`src/verilog/brc_pkg.sv`:
```
// ----------------------------------------------------------------------------
// Notes on behaviour
// ----------------------------------------------------------------------------
// Notes on behaviour
// - Regulator stays off while the enable pin is low; otherwise the bit-7 enable decides.
// - Each voltage register holds a read-write seven-bit code in bits 6:0.
// - Target voltage is 0.600 V plus code times 6.25 mV.
// - Select pin low uses the first voltage register; high uses the second.
// - Control bit 7 set discharges the output whenever the regulator is disabled.
// - Control bits 6:4 pick the ramp rate for rising transitions only; all codes valid.
// - Slew code 000 is 64 mV/us, each step halves, 111 is 0.5 mV/us.
// - Control bit 3 and first identity bit 4 always read zero.
// - Writing 1 to control bit 2 restores both voltage registers and the control register; bit reads zero.
// - Mode bit 0 (pin low) or bit 1 (pin high) selects forced PWM.
// - First identity register is read-only: maker code 7:5, chip type 3:0.
// - Second identity register is read-only: zeros in 7:4, revision in 3:0.
// - Monitor bit 7 is set only when enabled and soft-start finished.
// - Monitor bit 6 shows input below the lockout threshold.
// - Monitor bit 5 shows input above the overvoltage threshold.
// - Monitor bit 4 stays set during a rising change until target reached.
// - Monitor bit 3 stays set during a falling change until target reached.
// - Monitor bit 2 sets after a register reset; reading register 5 clears it.
// - Host reaches registers through the serial slave port, most significant bit first.
package brc_pkg;

  // --------------------------------------------------------------------------
  // Register map
  // --------------------------------------------------------------------------
  localparam logic [7:0] ADDR_VSET_LOW = 8'h00;
  localparam logic [7:0] ADDR_VSET_HIGH = 8'h01;
  localparam logic [7:0] ADDR_CONTROL = 8'h02;
  localparam logic [7:0] ADDR_ID_VENDOR = 8'h03;
  localparam logic [7:0] ADDR_ID_REV = 8'h04;
  localparam logic [7:0] ADDR_MONITOR = 8'h05;

  // --------------------------------------------------------------------------
  // Field positions and reset values
  // --------------------------------------------------------------------------
  localparam int VSET_EN_BIT = 7;
  localparam logic [7:0] VSET_RESET = 8'hC0; // Enable set, code arbitrary default 0x40
  localparam int CTRL_DISCH_BIT = 7;
  localparam int CTRL_SLEW_LSB = 4;
  localparam int CTRL_RESET_BIT = 2;
  localparam logic [7:0] CTRL_RESET = 8'h82;
  localparam logic [7:0] CTRL_WMASK = 8'hF3; // Bits 3 and 2 never stored
  localparam logic [2:0] VENDOR_CODE = 3'h5; // Arbitrary value
  localparam logic [3:0] CHIP_TYPE = 4'h3; // Arbitrary value
  localparam logic [3:0] SILICON_REV = 4'h2; // Arbitrary value

  // --------------------------------------------------------------------------
  // Voltage scale, microvolts
  // --------------------------------------------------------------------------
  localparam int VOUT_BASE_UV = 600000;
  localparam int VOUT_STEP_UV = 6250;
  localparam int SLEW_FAST_UV_PER_US = 64000;

  // --------------------------------------------------------------------------
  // Serial port addressing
  // --------------------------------------------------------------------------
  localparam logic [7:0] ADDR_OFFSET = 8'h00;

  // Analog status from the converter
  typedef struct packed {
    logic soft_start_done;
    logic input_low_lockout_flag;
    logic input_overvoltage_flag;
    logic rising_transition_busy;
    logic falling_transition_busy;
    logic thermal_trip_flag;
    logic converter_active;
  } brc_status_t;

  // Settings toward the converter
  typedef struct packed {
    logic regulator_on;
    logic discharge_on;
    logic forced_pwm;
    logic [6:0] voltage_code;
    logic [2:0] slew_code;
    logic [20:0] target_uv;
    logic [16:0] slew_uv_per_us;
  } brc_setting_t;

  // One register access from the serial engine
  typedef struct packed {
    logic wr;
    logic rd;
    logic [7:0] addr;
    logic [7:0] wdata;
  } brc_access_t;

endpackage : brc_pkg

```
`src/verilog/brc_i2c_slave.sv`:
```
`timescale 1ns/1ps
// ----------------------------------------------------------------------------
// Serial slave port: byte-level register access, MSB first
// ----------------------------------------------------------------------------
module brc_i2c_slave #(
  parameter logic [6:0] SLAVE_ADDR = 7'h60
) (
  // Clock and reset
  input wire logic clock,
  input wire logic sys_rst,
  // Bus pins
  input wire logic scl_in,
  input wire logic sda_in,
  output logic sda_oe_n,
  // Register side
  output brc_pkg::brc_access_t acc,
  input wire logic [7:0] rdata
);

  typedef enum logic [2:0] {ST_IDLE, ST_ADDR, ST_REG, ST_WDATA, ST_RDATA, ST_ACK, ST_MACK}
    brc_state_t;

  logic [2:0] scl_sync;
  logic [2:0] sda_sync;
  logic scl_q;
  logic sda_q;
  brc_state_t state;
  brc_state_t after_ack;
  logic [7:0] shreg;
  logic [3:0] bitcnt;
  logic [7:0] ptr;
  logic rd_mode;
  logic ack_drive;

  // Three stage synchronisers; a change counts when stages two and three agree
  always_ff @(posedge clock)
  begin
    if (sys_rst)
    begin
      scl_sync <= 3'h7;
      sda_sync <= 3'h7;
      scl_q <= 1'b1;
      sda_q <= 1'b1;
    end
    else
    begin
      scl_sync <= {scl_sync[1:0], scl_in};
      sda_sync <= {sda_sync[1:0], sda_in};
      if (scl_sync[1] == scl_sync[2])
        scl_q <= scl_sync[2];
      if (sda_sync[1] == sda_sync[2])
        sda_q <= sda_sync[2];
    end
  end

  wire logic scl_now = (scl_sync[1] == scl_sync[2]) ? scl_sync[2] : scl_q;
  wire logic sda_now = (sda_sync[1] == sda_sync[2]) ? sda_sync[2] : sda_q;
  wire logic scl_rise = scl_now & ~scl_q;
  wire logic scl_fall = ~scl_now & scl_q;
  wire logic start_c = scl_q & scl_now & sda_q & ~sda_now;
  wire logic stop_c = scl_q & scl_now & ~sda_q & sda_now;

  // Protocol state machine; data sampled on SCL rise, driven after fall
  always_ff @(posedge clock)
  begin
    if (sys_rst)
    begin
      state <= ST_IDLE;
      after_ack <= ST_IDLE;
      shreg <= 8'h00;
      bitcnt <= 4'h0;
      ptr <= 8'h00;
      rd_mode <= 1'b0;
      ack_drive <= 1'b0;
      acc <= '0;
    end
    else
    begin
      acc.wr <= 1'b0;
      acc.rd <= 1'b0;
      if (start_c)
      begin
        state <= ST_ADDR;
        bitcnt <= 4'h0;
        ack_drive <= 1'b0;
      end
      else if (stop_c)
      begin
        state <= ST_IDLE;
        ack_drive <= 1'b0;
      end
      else
      begin
        case (state)
          ST_ADDR, ST_REG, ST_WDATA:
            if (scl_rise)
            begin
              shreg <= {shreg[6:0], sda_now};
              bitcnt <= bitcnt + 4'h1;
            end
            else if (scl_fall && bitcnt == 4'h8)
            begin
              bitcnt <= 4'h0;
              state <= ST_ACK;
              if (state == ST_ADDR)
              begin
                ack_drive <= (shreg[7:1] == SLAVE_ADDR);
                rd_mode <= shreg[0];
                after_ack <= (shreg[7:1] != SLAVE_ADDR) ? ST_IDLE :
                             (shreg[0] ? ST_RDATA : ST_REG);
                if (shreg[7:1] == SLAVE_ADDR && shreg[0])
                begin
                  acc.addr <= ptr;
                end
              end
              else if (state == ST_REG)
              begin
                ack_drive <= 1'b1;
                ptr <= shreg;
                after_ack <= ST_WDATA;
              end
              else
              begin
                ack_drive <= 1'b1;
                acc.wr <= 1'b1;
                acc.addr <= ptr;
                acc.wdata <= shreg;
                ptr <= ptr + 8'h01;
                after_ack <= ST_WDATA;
              end
            end
          ST_ACK:
            if (scl_fall)
            begin
              ack_drive <= 1'b0;
              state <= after_ack;
              if (after_ack == ST_RDATA)
              begin
                // Read strobe marks the byte really loaded, so clear-on-read flags are seen first
                acc.rd <= 1'b1;
                shreg <= rdata;
                ack_drive <= ~rdata[7];
                bitcnt <= 4'h1;
              end
            end
          ST_RDATA:
            if (scl_fall)
            begin
              if (bitcnt == 4'h8)
              begin
                ack_drive <= 1'b0;
                bitcnt <= 4'h0;
                ptr <= ptr + 8'h01;
                state <= ST_MACK;
              end
              else
              begin
                ack_drive <= ~shreg[6];
                shreg <= {shreg[6:0], 1'b0};
                bitcnt <= bitcnt + 4'h1;
              end
            end
          ST_MACK:
            if (scl_rise)
            begin
              state <= sda_now ? ST_IDLE : ST_ACK;
              after_ack <= ST_RDATA;
              acc.addr <= ptr;
            end
          default:
            state <= ST_IDLE;
        endcase
      end
    end
  end

  // Open drain: enable low while pulling SDA low
  always_ff @(posedge clock)
  begin
    if (sys_rst)
      sda_oe_n <= 1'b1;
    else
      sda_oe_n <= ~ack_drive;
  end

endmodule : brc_i2c_slave

```
`src/verilog/brc_setting_calc.sv`:
```
`timescale 1ns/1ps
// ----------------------------------------------------------------------------
// Converts register fields into target voltage and slew figures
// ----------------------------------------------------------------------------
module brc_setting_calc (
  // Clock and reset
  input wire logic clock,
  input wire logic sys_rst,
  // Selected fields
  input wire logic [6:0] voltage_code,
  input wire logic [2:0] slew_code,
  // Results
  output logic [20:0] target_uv,
  output logic [16:0] slew_uv_per_us
);

  // Top code reaches 1393750 uV, one bit past a 20-bit field
  localparam logic [20:0] BASE = 21'(brc_pkg::VOUT_BASE_UV);
  localparam logic [20:0] STEP = 21'(brc_pkg::VOUT_STEP_UV);
  localparam logic [16:0] FAST = 17'(brc_pkg::SLEW_FAST_UV_PER_US);

  // Registered so the long multiply never sits on the output path
  always_ff @(posedge clock)
  begin
    if (sys_rst)
    begin
      target_uv <= 21'h000000;
      slew_uv_per_us <= 17'h00000;
    end
    else
    begin
      target_uv <= BASE + 21'(voltage_code) * STEP;
      slew_uv_per_us <= FAST >> slew_code;
    end
  end

endmodule : brc_setting_calc

```
`src/verilog/brc_regs.sv`:
```
`timescale 1ns/1ps
// ----------------------------------------------------------------------------
// Regulator control register bank
// ----------------------------------------------------------------------------
module brc_regs #(
  parameter logic [6:0] SLAVE_ADDR = 7'h60
) (
  // Clock and reset
  input wire logic clock,
  input wire logic sys_rst,
  // Serial bus pins
  input wire logic scl_in,
  input wire logic sda_in,
  output logic sda_oe_n,
  // Device pins
  input wire logic enable_pin,
  input wire logic voltage_select_pin,
  // Converter status
  input brc_pkg::brc_status_t status_in,
  // Converter settings
  output brc_pkg::brc_setting_t setting
);

  logic [7:0] voltage_setting_low;
  logic [7:0] voltage_setting_high;
  logic [7:0] regulator_control;
  logic reset_seen;
  logic [2:0] en_sync;
  logic [2:0] sel_sync;
  logic en_q;
  logic sel_q;
  logic [7:0] rdata;
  logic [20:0] target_uv;
  logic [16:0] slew_uv_per_us;
  brc_pkg::brc_access_t acc;
  brc_pkg::brc_status_t st;

  // --------------------------------------------------------------------------
  // Serial port and arithmetic
  // --------------------------------------------------------------------------
  brc_i2c_slave #(
    .SLAVE_ADDR(SLAVE_ADDR)
  ) u_port (
    .clock(clock),
    .sys_rst(sys_rst),
    .scl_in(scl_in),
    .sda_in(sda_in),
    .sda_oe_n(sda_oe_n),
    .acc(acc),
    .rdata(rdata)
  );

  wire logic soft_reset = acc.wr && acc.addr == brc_pkg::ADDR_CONTROL &&
                          acc.wdata[brc_pkg::CTRL_RESET_BIT];
  wire logic [7:0] sel_reg = sel_q ? voltage_setting_high : voltage_setting_low;

  brc_setting_calc u_calc (
    .clock(clock),
    .sys_rst(sys_rst),
    .voltage_code(sel_reg[6:0]),
    .slew_code(regulator_control[6:4]),
    .target_uv(target_uv),
    .slew_uv_per_us(slew_uv_per_us)
  );

  // --------------------------------------------------------------------------
  // Pin synchronisers, three stages with agreement filter
  // --------------------------------------------------------------------------
  always_ff @(posedge clock)
  begin
    if (sys_rst)
    begin
      en_sync <= 3'h0;
      sel_sync <= 3'h0;
      en_q <= 1'b0;
      sel_q <= 1'b0;
      st <= '0;
    end
    else
    begin
      en_sync <= {en_sync[1:0], enable_pin};
      sel_sync <= {sel_sync[1:0], voltage_select_pin};
      if (en_sync[1] == en_sync[2])
        en_q <= en_sync[2];
      if (sel_sync[1] == sel_sync[2])
        sel_q <= sel_sync[2];
      st <= status_in;
    end
  end

  // --------------------------------------------------------------------------
  // Writable registers; soft reset restores defaults
  // --------------------------------------------------------------------------
  always_ff @(posedge clock)
  begin
    if (sys_rst || soft_reset)
    begin
      voltage_setting_low <= brc_pkg::VSET_RESET;
      voltage_setting_high <= brc_pkg::VSET_RESET;
      regulator_control <= brc_pkg::CTRL_RESET;
    end
    else if (acc.wr)
    begin
      case (acc.addr)
        brc_pkg::ADDR_VSET_LOW: voltage_setting_low <= acc.wdata;
        brc_pkg::ADDR_VSET_HIGH: voltage_setting_high <= acc.wdata;
        brc_pkg::ADDR_CONTROL: regulator_control <= acc.wdata & brc_pkg::CTRL_WMASK;
        default: ;
      endcase
    end
  end

  // Reset flag: the set wins over a clearing read in the same cycle
  always_ff @(posedge clock)
  begin
    if (sys_rst)
      reset_seen <= 1'b0;
    else if (soft_reset)
      reset_seen <= 1'b1;
    else if (acc.rd && acc.addr == brc_pkg::ADDR_MONITOR)
      reset_seen <= 1'b0;
  end

  // --------------------------------------------------------------------------
  // Read mux; unmapped addresses return zero
  // --------------------------------------------------------------------------
  always_comb
  begin
    case (acc.addr)
      brc_pkg::ADDR_VSET_LOW: rdata = voltage_setting_low;
      brc_pkg::ADDR_VSET_HIGH: rdata = voltage_setting_high;
      brc_pkg::ADDR_CONTROL: rdata = regulator_control;
      brc_pkg::ADDR_ID_VENDOR: rdata = {brc_pkg::VENDOR_CODE, 1'b0, brc_pkg::CHIP_TYPE};
      brc_pkg::ADDR_ID_REV: rdata = {4'h0, brc_pkg::SILICON_REV};
      brc_pkg::ADDR_MONITOR:
        rdata = {st.soft_start_done & setting.regulator_on,
                 st.input_low_lockout_flag,
                 st.input_overvoltage_flag,
                 st.rising_transition_busy,
                 st.falling_transition_busy,
                 reset_seen,
                 st.thermal_trip_flag,
                 st.converter_active};
      default: rdata = 8'h00;
    endcase
  end

  // --------------------------------------------------------------------------
  // Settings driven to the converter
  // --------------------------------------------------------------------------
  always_ff @(posedge clock)
  begin
    if (sys_rst)
      setting <= '0;
    else
    begin
      setting.regulator_on <= en_q & sel_reg[brc_pkg::VSET_EN_BIT];
      setting.discharge_on <= regulator_control[brc_pkg::CTRL_DISCH_BIT] &
                              ~(en_q & sel_reg[brc_pkg::VSET_EN_BIT]);
      setting.forced_pwm <= sel_q ? regulator_control[1] : regulator_control[0];
      setting.voltage_code <= sel_reg[6:0];
      setting.slew_code <= regulator_control[6:4];
      setting.target_uv <= target_uv;
      setting.slew_uv_per_us <= slew_uv_per_us;
    end
  end

endmodule : brc_regs

```
`config.mk`:
```
export PLATFORM = sky130hd
export DESIGN_NAME = brc_regs
export DESIGN_NICKNAME = d
export VERILOG_FILES = /design/src/verilog/brc_pkg.sv /design/src/verilog/brc_i2c_slave.sv /design/src/verilog/brc_setting_calc.sv /design/src/verilog/brc_regs.sv
export SDC_FILE = /design/constraint.sdc
export NUM_CORES = 1
export LEC_CHECK = 0
export BUFFER_PORTS_ARGS = -buffer_cell sky130_fd_sc_hd__buf_2
export CAP_MARGIN = 20
export CORE_MARGIN = 8
export CORE_UTILIZATION = 35
export CTS_CLUSTER_SIZE = 20
export DETAILED_ROUTE_END_ITERATION = 8
export PLACE_DENSITY_LB_ADDON = 0.08
export SLEW_MARGIN = 20
export SYNTH_ARGS = -nofsm -noshare
export SYNTH_HDL_FRONTEND = slang
export SYNTH_SLANG_ARGS = --single-unit
```
`constraint.sdc`:
```
create_clock -name clock -period 4.9 [get_ports clock]
set_input_delay 0.245 -clock clock [delete_from_list [all_inputs] [get_ports clock]]
set_output_delay 0.245 -clock clock [all_outputs]
set_load 0.02 [all_outputs]
```
# After elaboration in Yosys (flattened, before gate mapping)
# Index checks and enable logic that the tools add are counted.
# op_classes
add_sub_neg	3
mul	1
eq_ne	38
n_shift	1
mux	62
n_bitwise	27
n_reduce_logical	28
# op_table
op	n
$mux W8	16
$mux W16	3
$pmux W8 S6	1
$mux W3	13
$pmux W8 S2	2
$mux W4	6
$pmux W8 S3	1
$reduce_and A6 Y1	4
$reduce_and A8 Y1	3
$add A20 B20 Y21 const A	1
$ne A4 B1 Y1 const B	5
$mul A7 B12 Y19 const B	1
$not A1 Y1	17
$shr A16 B3 Y17 const A	1
$eq A8 B2 Y1 const B	2
$eq A8 B3 Y1 const B	2
$mux W1	16
$ne A2 B1 Y1 const B	7
$eq A3 B3 Y1 const B	4
$pmux W3 S4	1
$pmux W4 S3	1
$and A1 B1 Y1	10
$add A8 B1 Y8 const B	1
$eq A8 B1 Y1 const B	1
other kinds (26)	41
# totals
ff_bits	181
inputBits	13
out_inout_bits	52
wordCells	200

# Depth between registers and ports, before layout
# Gate-level depths: netlist of the first run.
# logic_depth
word_depth	10
ltp_mapped	18
depth_no_buf	17

# Modules after synthesis
# A second synthesis of the first run with hierarchy kept.
# hier_totals
cells_unflattened	901
hier_area_um2	8579.5
# by_module_without_submodules
mod	n_inst	cells_each	area_each_um2	seq_area_each_um2
brc_regs	1	305	3139.3	1781.7
brc_i2c_slave	1	318	2770.2	1081.0
brc_setting_calc	1	278	2670.1	680.7

# Worst setup path after synthesis of the first run
# No wires, ideal clock.
# synth_path
path_kind	reg2reg
start	register sel_q
end	register u_calc.target_uv[18]
setup_time_ps	116
t_arrival_ps	4616
required_time_ps	4784
path_slack_ps	168
path_stages_with_launch	18
n_path_buf	1
period_less_slack_ps	4732
path_cell_list	dfxtp_1 clkbuf_1 mux2_2 ha_1 inv_1 fa_1 inv_1 fa_1 ha_1 ha_1 o21a_1 a31o_2 a221oi_2 o21bai_1 xor2_1 o21bai_4 a21oi_1 a31o_1
# synth_via
elab_chain_len	3
# synth_lines
element	line_no	text
from (decl)	brc_regs.sv:31	logic sel_q;
from (signal assigned)	brc_regs.sv:86	sel_q <= sel_sync[2];
$mux W8	brc_regs.sv:55	wire logic [7:0] sel_reg = sel_q ? voltage_setting_high : voltage_setting_low;
via sel_reg[2]	brc_regs.sv:55	
$mul A7 B12 Y19	brc_setting_calc.sv:32	target_uv <= BASE + 21'(voltage_code) * STEP;
$add A20 B20 Y21	brc_setting_calc.sv:32	
to (signal assigned)	brc_setting_calc.sv:32	
to (decl)	brc_setting_calc.sv:13	output logic [20:0] target_uv,
# The timed path passes the listed nets, and every way through them passes these cells.
# A chain may end at the register's enable or synchronous reset.

# Worst setup path after layout of the first run
# layout_path
start	register sel_q
end	register u_calc.target_uv[17]
# The elaborated chain is that of the path after synthesis.

==> impl_metrics.toml, run 1 <==
[global_routing]
antenna_found_initial = 0
grt_pass1_wl_mm = 30.8
grt_max_degree = 77
grt_pass1_vias = 5926
grtUsageTotal_pct = 14.0
grt_overflow = 0

[logic_synthesis]
synth_xor_area_share_pct = 2.46
synth-edff-count = 0
ys_top_cells_by_area = "dfxtp_1 44%, ha_1 8.6%, nor2b_1 4.6%"
yosys.area_share.simple_pct = 21.5
synth_fa_ha_area_share_pct = 10.5
yosysTopAreaCell = "dfxtp_1"
synth_warnings = 0
synth_cell_types = 70
synth.top_cell.area_share_pct = 43.7
async_reset_ff_share_pct = 0
syn_area_mm2 = 0.00783
synth-main-ff-cell = "dfxtp_1"
syn_inst = 855
synth_top_family_by_area = "simple AND/OR/NAND/NOR gates"
yosysSeqAreaShare_pct = 43.7
synth_compound_area_share_pct = 15.1
synth_mux_area_share_pct = 2.65
avgSynthCellArea_um2 = 9.16
synth-seq-cells = 171

[die]
die_w_um = 166
pin_count = 65
die_height_um = 166
core_mm2 = 0.0219
rows = 54
start_util_pct = 35.8
die_area_mm2 = 0.0274

[clock_network]
clock-root-buffer = "clkbuf_16"
cts.sinks = 171
cts_buffers = 17
clockBufferDepth = 2
clk_latency_ps = 420
htree_levels = 4
cts_tree = "done"
cts.clk_slew.worst_paths_ps = 70

[placement]
place_congestion = 0.811
portBuffers = 60
placed_cells = 1159
hpwl_mm = 13.7

[flow_run]
drv_cap = 0

[finish]
stdcell_count = 1194
num_antenna_cells = 0
final_nets = 975
syn2layout_area_growth_pct = 15.0
multi_input_area_mm2 = 0.00416
post-route-util_pct = 41.1
ff_latch_area_mm2 = 0.00342
fill_cells = 2226
layout-drive-gt1-share_pct = 14.9

[pwr]
seq_power_share_pct = 50.1
design_power_total_mw = 2.83
p_leak_nw = 3.82
clock_power_share_pct = 47.6
intPower_mw = 2.17
swShare_pct = 23.4
p_sw_mw = 0.663
pwr-share-comb_pct = 2.3
vdd_drop_max_v = 0.000195
power_density_mw_per_mm2 = 314

[hold_path]
whs_path_depth = 2
min_path_type = "input port to flip-flop"

[sta]
max_freq_mhz = 213
slew_headroom_pct = 30.7
hold_slack_ps = 29.0
finalHoldViolCount = 0
fin_skew_ps = 8.45
finalSetupViolCount = 0
finalCritPeriodShare_pct = 95.7
drv_slew = 0
worstMarginPinSlew_ps = 1030
fin_crit_ps = 4690

[route]
drc = 0
drt-total-wl_mm = 18.8
viasPerCell = 5.16
num_vias = 6163
wl_per_cell_um = 15.7
drt_iter0_drc = 454
ant_nets = 0
drt-pass1-iter-count = 5

[setup_path]
r2r_start = "sel_q$_SDFFE_PP0N_"
rrSetupSlack_ps = 210
critPathKind = "flip-flop to flip-flop"
r2r_cells = 14
crit_path_end = "u_calc.target_uv[17]$_SDFF_PP0_"
required_ps = 5190
endpoint_kind = "flip-flop"
critical_path_arrival_ps = 4980
worst_setup_path_start_kind = "flip-flop"
setup.worst_path.start = "sel_q$_SDFFE_PP0N_"
critPathMaxFanout = 8
reg2reg_to = "u_calc.target_uv[17]$_SDFF_PP0_"

[outcome]
status = "completed"
[worst min path at each step]
stage / from / endpoint / slack (ps)
2_1_floorplan: scl_in / u_port.scl_sync[0]$_SDFF_PP1_ / 350
3_3_place_gp: u_port.ack_drive$_SDFFE_PP0P_ / u_port.sda_oe_n$_SDFF_PP1_ / 380
3_5_place_dp: u_port.ack_drive$_SDFFE_PP0P_ / u_port.sda_oe_n$_SDFF_PP1_ / 390
4_1_cts: status_in[1] / st[1]$_SDFF_PP0_ / 8
5_1_grt: status_in[6] / st[6]$_SDFF_PP0_ / 10
6_report: status_in[5] / st[5]$_SDFF_PP0_ / 30
[critical path, stage by stage (launching register included)]
cell and delay, ps:
dfxtp_2 370, buf_4 190, mux2_2 410, ha_1 340, ha_1 310, fa_1 480, ha_1 310, ha_1 360
o2111a_2 300, a221oi_4 390, nor3_1 110, or4_4 580, a31oi_4 190, xor2_1 160, nor2_1 50
[kinds of logic (layout without fill, tap and decap cells)]
group | Yosys count | after routing
other | 1 | 4
multiplexers | 20 | 20
XOR/XNOR | 22 | 22
flip-flops | 171 | 171
AO/OA/AOI/OAI | 174 | 174
buffers and inverters | 75 | 131
AND/OR/NAND/NOR | 330 | 330
adder cells (fa/ha/maj) | 62 | 62
[registers in the layout, summed over array words and instances (netlist names)]
register               count
u_port.scl_q               1
regulator_control          6
sel_q                      1
u_port.sda_oe_n            1
u_calc.target_uv          18
u_port.ack_drive           1
voltage_setting_high       8
u_port.after_ack           3
reset_seen                 1
st                         7
u_port.sda_sync            3
u_port.acc                18
u_port.shreg               8
voltage_setting_low        8
u_port.sda_q               1
setting                   47
en_sync                    3
u_port.scl_sync            3
en_q                       1
u_port.ptr                 8
u_calc.slew_uv_per_us     14
u_port.bitcnt              4
sel_sync                   3
u_port.state               3
[layout by cell type, fill, tap and decap left out, types with 8 or more instances in the layout]
| master | n |
|---|---|
| ha_1 | 54 |
| clkbuf_16 | 17 |
| and2_1 | 8 |
| nor3_1 | 27 |
| nand2_1 | 83 |
| a22oi_1 | 10 |
| a221oi_1 | 9 |
| or2_2 | 11 |
| inv_1 | 31 |
| nand3_1 | 28 |
| o21ai_0 | 32 |
| dfxtp_1 | 170 |
| nor2b_1 | 58 |
| mux2i_1 | 14 |
| buf_2 | 59 |
| a21oi_1 | 63 |
| and3_1 | 9 |
| xnor2_1 | 11 |
| xor2_1 | 8 |
| nor2_1 | 69 |
| nor3b_1 | 9 |
[per-stage QoR]
step / setup TNS, ps / cell area (um^2) / setup WS [ps]
detailed placement: 0 / 8340 / 115
global route: -6.23 / 9010 / -6.23
global placement: 0 / 8340 / 239
finish: 0 / 9010 / 209
CTS: 0 / 8940 / 84.2
floorplan: 0 / 7840 / 168
[synthesized netlist by cell type (all sizes together) (4+ instances only)]
master  instances
a221o           4
nor3           29
nor2b          58
a21o            6
nor3b          10
nor2           69
and2            8
ha             54
a31oi           6
a22o            4
and3            9
nand3          28
or4             4
nand2          84
xnor2          11
fa              7
clkbuf         28
a221oi         11
o21a            5
inv            31
a211oi          5
xor2           11
nand2b          4
a21oi          64
dfxtp         171
mux2            6
nand3b          5
or2            11
a22oi          10
mux2i          14
o21ai          33
buf            15
[power groups by stage]
stage | Sequential [mW] | Combinational, mW | Clock (mW)
floorplan | 1.46 | 0.0392 | 0
global placement | 1.45 | 0.0660 | 0
detailed placement | 1.45 | 0.0665 | 0
CTS | 1.42 | 0.0676 | 1.39
global route | 1.42 | 0.0733 | 1.45
finish | 1.42 | 0.0660 | 1.35
[layout make-up]
| cell class | count | share of cell area, % |
|---|---|---|
| Clock inverter | 14 | 1.67 |
| Inverter | 32 | 1.33 |
| Sequential cell | 171 | 38.0 |
| Clock buffer | 18 | 4.88 |
| Tap cell | 280 | 3.89 |
| Multi-Input combinational cell | 612 | 46.2 |
| Timing Repair Buffer | 67 | 3.97 |
[timing repair]
item | in CTS | in global routing
hold buffers | 1 | 0
resized for setup | 0 | 6
endpoints found under the hold margin | 1 | 0
setup buffers | 0 | 2
endpoints found under the setup margin | 0 | 4
[layer usage]
layer	part of all wire [%]	routed length [um]	global-route usage, %	vias up
met2	44	8240	21.3	167
met4	0.87	163	3.90	0
met5	0	0	0	-
met1	50	9430	19.5	2922
li1	-	-	-	3058
met3	5.0	946	3.20	16
(Power assumes the default switching activity.)
==> run 2, diff against run 1 <==
--- a/config.mk
+++ b/config.mk
@@ -12,7 +12,9 @@
 export CTS_CLUSTER_SIZE = 20
 export DETAILED_ROUTE_END_ITERATION = 8
 export PLACE_DENSITY_LB_ADDON = 0.08
+export SKIP_CTS_REPAIR_TIMING = 1
 export SLEW_MARGIN = 20
 export SYNTH_ARGS = -nofsm -noshare
 export SYNTH_HDL_FRONTEND = slang
+export SYNTH_HIERARCHICAL = 1
 export SYNTH_SLANG_ARGS = --single-unit
==> run 2 against run 1 <==
  * Sequential share of layout area shrank 1.9 points
  * Area after synthesis grew 9.6%
  * Highest routed layer is now met5
  * Synthesized cell count grew 5.4%
  * Clock power grew 9%
==> impl_metrics.toml, run 2 <==
[hold_path]
min_path_type = "input port to flip-flop"
whs_path_depth = 2

[clock_network]
clockBufferDepth = 2
clk_latency_ps = 440
cts.clk_slew.worst_paths_ps = 80
clock-root-buffer = "clkbuf_16"
cts.sinks = 177
cts_tree = "done"
htree_levels = 4
cts_buffers = 17

[placement]
place_congestion = 0.764
portBuffers = 64
hpwl_mm = 14.8
post-place-ws_ps = 239
post_dp_cell_area_mm2 = 0.00912

[finish]
num_antenna_cells = 0
fill_cells = 2420
syn2layout_area_growth_pct = 14.3
regMostFlops = "setting"
final_common_cell = "dfxtp_1"
final_nets = 1021
largestRegisters = "setting (51), u_calc/target_uv (20), u_port/acc (18)"
layout_common_cells = "176 x dfxtp_1, 90 x nor2_1, 78 x nor2b_1"
final_cell_area_mm2 = 0.00981
largest_reg_flops = 51
layout-drive-gt1-share_pct = 16.3

[route]
wl_per_cell_um = 16.6
viasPerCell = 5.07
ant_nets = 0
drt-total-wl_mm = 21.2
drc = 0
drt-pass1-iter-count = 5
num_vias = 6503
drt_iter0_drc = 377

[logic_synthesis]
yosysTopAreaCell = "dfxtp_1"
synth_cell_types = 86
avgSynthCellArea_um2 = 9.52
synth-edff-count = 0
synth-main-ff-cell = "dfxtp_1"
synth.top_cell.area_share_pct = 41.3
synth_warnings = 6
synth-seq-cells = 177
yosysSeqAreaShare_pct = 41.3
synth_commonest_cells = "177 x dfxtp_1, 90 x nor2_1, 78 x nor2b_1"
async_reset_ff_share_pct = 0
syn_inst = 901
ys_top_cells_by_area = "dfxtp_1 41%, ha_1 8.2%, nor2b_1 5.7%"
yosysMostFrequentCell = "dfxtp_1"
syn_area_mm2 = 0.00858

[sta]
rsz0062_at_grt = "false"
max_freq_mhz = 221
fin_tns_setup_ps = 0
fin_crit_ps = 4520
finalHoldViolCount = 0
fin_skew_ps = 13.1
fin_ws_ps = 381
worstMarginPinSlew_ps = 1020
hold_slack_ps = 20.7
drv_slew = 0
finalSetupViolCount = 0
slew_headroom_pct = 31.4
finalCritPeriodShare_pct = 92.2

[setup_path]
critPathKind = "flip-flop to flip-flop"
reg2reg_to = "u_calc/target_uv[20]$_SDFF_PP0_"
critical_path_arrival_ps = 4850
r2r_start = "sel_q$_SDFFE_PP0N_"
required_ps = 5230
worst_setup_path_start_kind = "flip-flop"
r2r_cells = 14
setup.worst_path.start = "sel_q$_SDFFE_PP0N_"
endpoint_kind = "flip-flop"
critPathMaxFanout = 8
crit_path_end = "u_calc/target_uv[20]$_SDFF_PP0_"
rrSetupSlack_ps = 380

[outcome]
status = "completed"

[die]
pin_count = 65
die_w_um = 173
start_util_pct = 35.5
rows = 57
die_height_um = 173
die_area_mm2 = 0.0298
core_mm2 = 0.0242

[pwr]
p_leak_nw = 4.14
power_density_mw_per_mm2 = 307
vdd_drop_max_v = 0.000177
design_power_total_mw = 3.01

[global_routing]
grt_overflow = 0
antenna_found_initial = 2
grtUsageTotal_pct = 14.3
grt_pass1_wl_mm = 35.1
grt_max_degree = 83
grt_pass1_vias = 6403

[flow_run]
drv_cap = 0
## run 2: changes by cell type after synthesis, moves of 7 or more
cell / before / now
nand2_1: 83 / 51
a21oi_1: 64 / 41
nor2_1: 69 / 90
nor2b_1: 58 / 78
mux2i_1: 14 / 24
a32o_1: 0 / 8
inv_1: 31 / 23
nor3_1: 28 / 20
a221oi_1: 9 / 2
nand2b_1: 4 / 11
nand4_1: 1 / 8
## run 2: final cells by class
| cell class | instances | area, um^2 | area share, % |
|---|---|---|---|
| Tap cell | 324 | 405 | 4.13 |
| Inverter | 23 | 86.3 | 0.880 |
| Timing Repair Buffer | 70 | 373 | 3.80 |
| Multi-Input combinational cell | 657 | 4740 | 48.3 |
| Clock buffer | 17 | 425 | 4.34 |
| Clock inverter | 15 | 235 | 2.40 |
| Sequential cell | 177 | 3540 | 36.1 |
## run 2: per-stage QoR
step,cells,utilization (%)
floorplan,904,-
global placement,1249,37.7
detailed placement,1249,37.7
CTS,1281,40.5
global route,1283,40.6
finish,1283,40.6
## run 2: metal layers
| metal | track usage [%] | vias up | wire, um |
|---|---|---|---|
| met4 | 4.31 | 4 | 259 |
| li1 | - | 3290 | - |
| met5 | 0 | - | 27 |
| met2 | 21.7 | 91 | 9220 |
| met3 | 3.18 | 19 | 772 |
| met1 | 20.0 | 3099 | 11000 |
## run 2: how the worst min path moves through the flow
stage	from	end	slack, ps
after global routing	status_in[6]	st[6]$_SDFF_PP0_	10
after CTS	sda_in	u_port/sda_sync[0]$_SDFF_PP1_	-40
after detailed placement	u_port/ack_drive$_SDFFE_PP0P_	u_port/sda_oe_n$_SDFF_PP1_	370
final	enable_pin	en_sync[0]$_SDFF_PP0_	20
after floorplan	scl_in	u_port/scl_sync[0]$_SDFF_PP1_	350
after global placement	u_port/ack_drive$_SDFFE_PP0P_	u_port/sda_oe_n$_SDFF_PP1_	370
## run 2: worst max-delay path, cell delays in order (launching register included)
cell,delay (ps)
dfxtp_2,430
mux2_2,420
ha_1,340
ha_1,320
fa_1,460
ha_1,300
ha_1,340
o21ai_2,250
a22o_4,240
xor2_2,220
nand4_1,220
a31oi_2,320
o22ai_1,170
and3_1,210
o21a_1,160
## run 2: kinds of logic after synthesis
logic type | after synthesis | synth area share [%]
adders and majority gates | 63 | 9.68
AOI/OAI and AO/OA | 186 | 16.3
buffers and inverters | 70 | 3.63
and+or+nand+nor | 351 | 22.7
other | 1 | 0.0437
DFF | 177 | 41.3
xor gates and xnor gates | 18 | 2.01
muxes | 35 | 4.24
## run 2: report_power, final
group | total (mW) | internal, mW | switching (mW) | leakage (nW)
clock network | 1.47 | 0.725 | 0.746 | 0.314
registers | 1.47 | 1.46 | 0.00946 | 1.44
logic | 0.0745 | 0.0249 | 0.0496 | 2.39
==> run 3, diff against run 2 <==
--- a/config.mk
+++ b/config.mk
@@ -7,6 +7,8 @@
 export LEC_CHECK = 0
 export BUFFER_PORTS_ARGS = -buffer_cell sky130_fd_sc_hd__buf_2
 export CAP_MARGIN = 20
+export CELL_PAD_IN_SITES_DETAIL_PLACEMENT = 1
+export CELL_PAD_IN_SITES_GLOBAL_PLACEMENT = 1
 export CORE_MARGIN = 8
 export CORE_UTILIZATION = 35
 export CTS_CLUSTER_SIZE = 20
==> run 3 against run 2 <==
  * Via count is 0.94% higher
  * Clock power is essentially flat
  * Non-clock buffer count increased by 3
  * Clock-buffer cell count stayed put
  * Sequential power about the same
  * Design area rose by 0.34%
  * Highest routed layer unchanged
==> impl_metrics.toml, run 3 (same netlist as run 2, synthesis figures left out) <==
[finish]
layout-drive-gt1-share_pct = 16.6
largest_reg_flops = 51
num_antenna_cells = 0
regMostFlops = "setting"
final_common_cell = "dfxtp_1"
syn2layout_area_growth_pct = 14.7
layout_common_cells = "177 x dfxtp_1, 89 x nor2_1, 78 x nor2b_1"
final_nets = 1024
largestRegisters = "setting (51), u_calc/target_uv (20), u_port/acc (18)"
final_cell_area_mm2 = 0.00984
fill_cells = 2785

[sta]
finalSetupViolCount = 0
drv_slew = 0
finalCritPeriodShare_pct = 93.6
slew_headroom_pct = 34.4
worstMarginPinSlew_ps = 981
fin_skew_ps = 10.9
fin_tns_setup_ps = 0
max_freq_mhz = 218
rsz0062_at_grt = "false"
fin_crit_ps = 4590
finalHoldViolCount = 0

[hold_path]
min_path_type = "input port to flip-flop"
whs_path_depth = 2

[clock_network]
clk_latency_ps = 430
clock-root-buffer = "clkbuf_16"
cts.clk_slew.worst_paths_ps = 80
cts.sinks = 177
cts_buffers = 17
htree_levels = 4
clockBufferDepth = 2
cts_tree = "done"

[placement]
place_congestion = 0.770
hpwl_mm = 16.1
post_dp_cell_area_mm2 = 0.00914
portBuffers = 64

[setup_path]
path_depth = 15
critPathMaxFanout = 7
cp_common_cell = "ha_1"
endpoint_kind = "flip-flop"
slowest_delay_ps = 480
worst_setup_path_start_kind = "flip-flop"
critPathBufInv = 0
crit_chain = "mux2_2, ha_1, xor2_1, ha_1, a21o_1, fa_1, ha_1, ha_1, a21oi_1, o21ai_1, o21a_4, o311ai_4, nand3_2, or4_1, a21oi_1"
required_ps = 5270
critPathKind = "flip-flop to flip-flop"
critical_path_arrival_ps = 4950
critical-path-top-delay-family = "adder cells"
cpMaxStageDelayCell = "dfxtp_1"
r2r_cells = 15

[global_routing]
antenna_found_initial = 1
grtUsageTotal_pct = 15.3
grt_overflow = 0
grt_pass1_vias = 6758
gr-usage-met2_pct = 23.8
gr-usage-met3_pct = 3.81
grt_pass1_wl_mm = 37.5
globalRouteMet1Util_pct = 21.0
grt_max_degree = 132
top_usage_layer = "met2"

[die]
pin_count = 65
rows = 57
core_mm2 = 0.0242
start_util_pct = 35.5
die_area_mm2 = 0.0298
die_height_um = 173
die_w_um = 173

[pwr]
vdd_drop_max_v = 0.000175
p_leak_nw = 4.15
seq_power_share_pct = 48.9
clock_power_share_pct = 48.6
pwr-share-comb_pct = 2.5
swShare_pct = 26.5
power_density_mw_per_mm2 = 305
intPower_mw = 2.21
p_sw_mw = 0.797

[route]
drt-pass1-iter-count = 5
viasPerCell = 5.10
ant_nets = 0
wl_per_cell_um = 17.5
drt_iter0_drc = 279
drc = 0
drt-total-wl_mm = 22.5
num_vias = 6564

[outcome]
status = "completed"

[flow_run]
drv_cap = 0
==> run 3: layout make-up <==
class                   count  area, um^2  area share, %
inverters                  23        86.3          0.877
clock inverters            15         211           2.15
repair buffers             73         408           4.15
clock buffers              17         425           4.32
well taps                 324         405           4.12
flip-flops and latches    177        3540           36.0
multi-input cells         657        4760           48.4
==> run 3: power groups by stage <==
| stage | registers, mW | clock network (mW) | logic (mW) |
|---|---|---|---|
| floorplan | 1.51 | 0 | 0.0413 |
| global placement | 1.50 | 0 | 0.0765 |
| detailed placement | 1.50 | 0 | 0.0767 |
| CTS | 1.47 | 1.51 | 0.0769 |
| global route | 1.47 | 1.56 | 0.0847 |
| finish | 1.47 | 1.46 | 0.0764 |
==> run 3: final timing paths <==
path                                               startpoint                         endpoint  slack, ps
worst min register to register  u_port/ack_drive$_SDFFE_PP0P_       u_port/sda_oe_n$_SDFF_PP1_        390
worst min-delay path                             status_in[3]                 st[3]$_SDFF_PP0_         30
worst max-delay path                       sel_q$_SDFFE_PP0N_  u_calc/target_uv[16]$_SDFF_PP0_        310
worst max register to register             sel_q$_SDFFE_PP0N_  u_calc/target_uv[16]$_SDFF_PP0_        310
==> run 3: stage by stage <==
| stage | setup WS, ps | utilization (%) | std cells | power, mW | hold WS (ps) |
|---|---|---|---|---|---|
| after CTS | 213 | 40.5 | 1282 | 3.06 | -35.6 |
| final | 315 | 40.7 | 1286 | 3.00 | 29.1 |
| after global placement | 343 | 37.8 | 1250 | 1.58 | 367 |
| after global routing | 29.0 | 40.7 | 1286 | 3.12 | 14.1 |
| after detailed placement | 248 | 37.8 | 1250 | 1.58 | 370 |
| after floorplan | 450 | - | 904 | 1.55 | 349 |
==> run 3: layer usage <==
| layer | vias to the layer above | wire [um] |
|---|---|---|
| li1 | 3287 | - |
| met1 | 3195 | 11400 |
| met2 | 66 | 10200 |
| met3 | 14 | 770 |
| met4 | 2 | 155 |
| met5 | - | 8 |
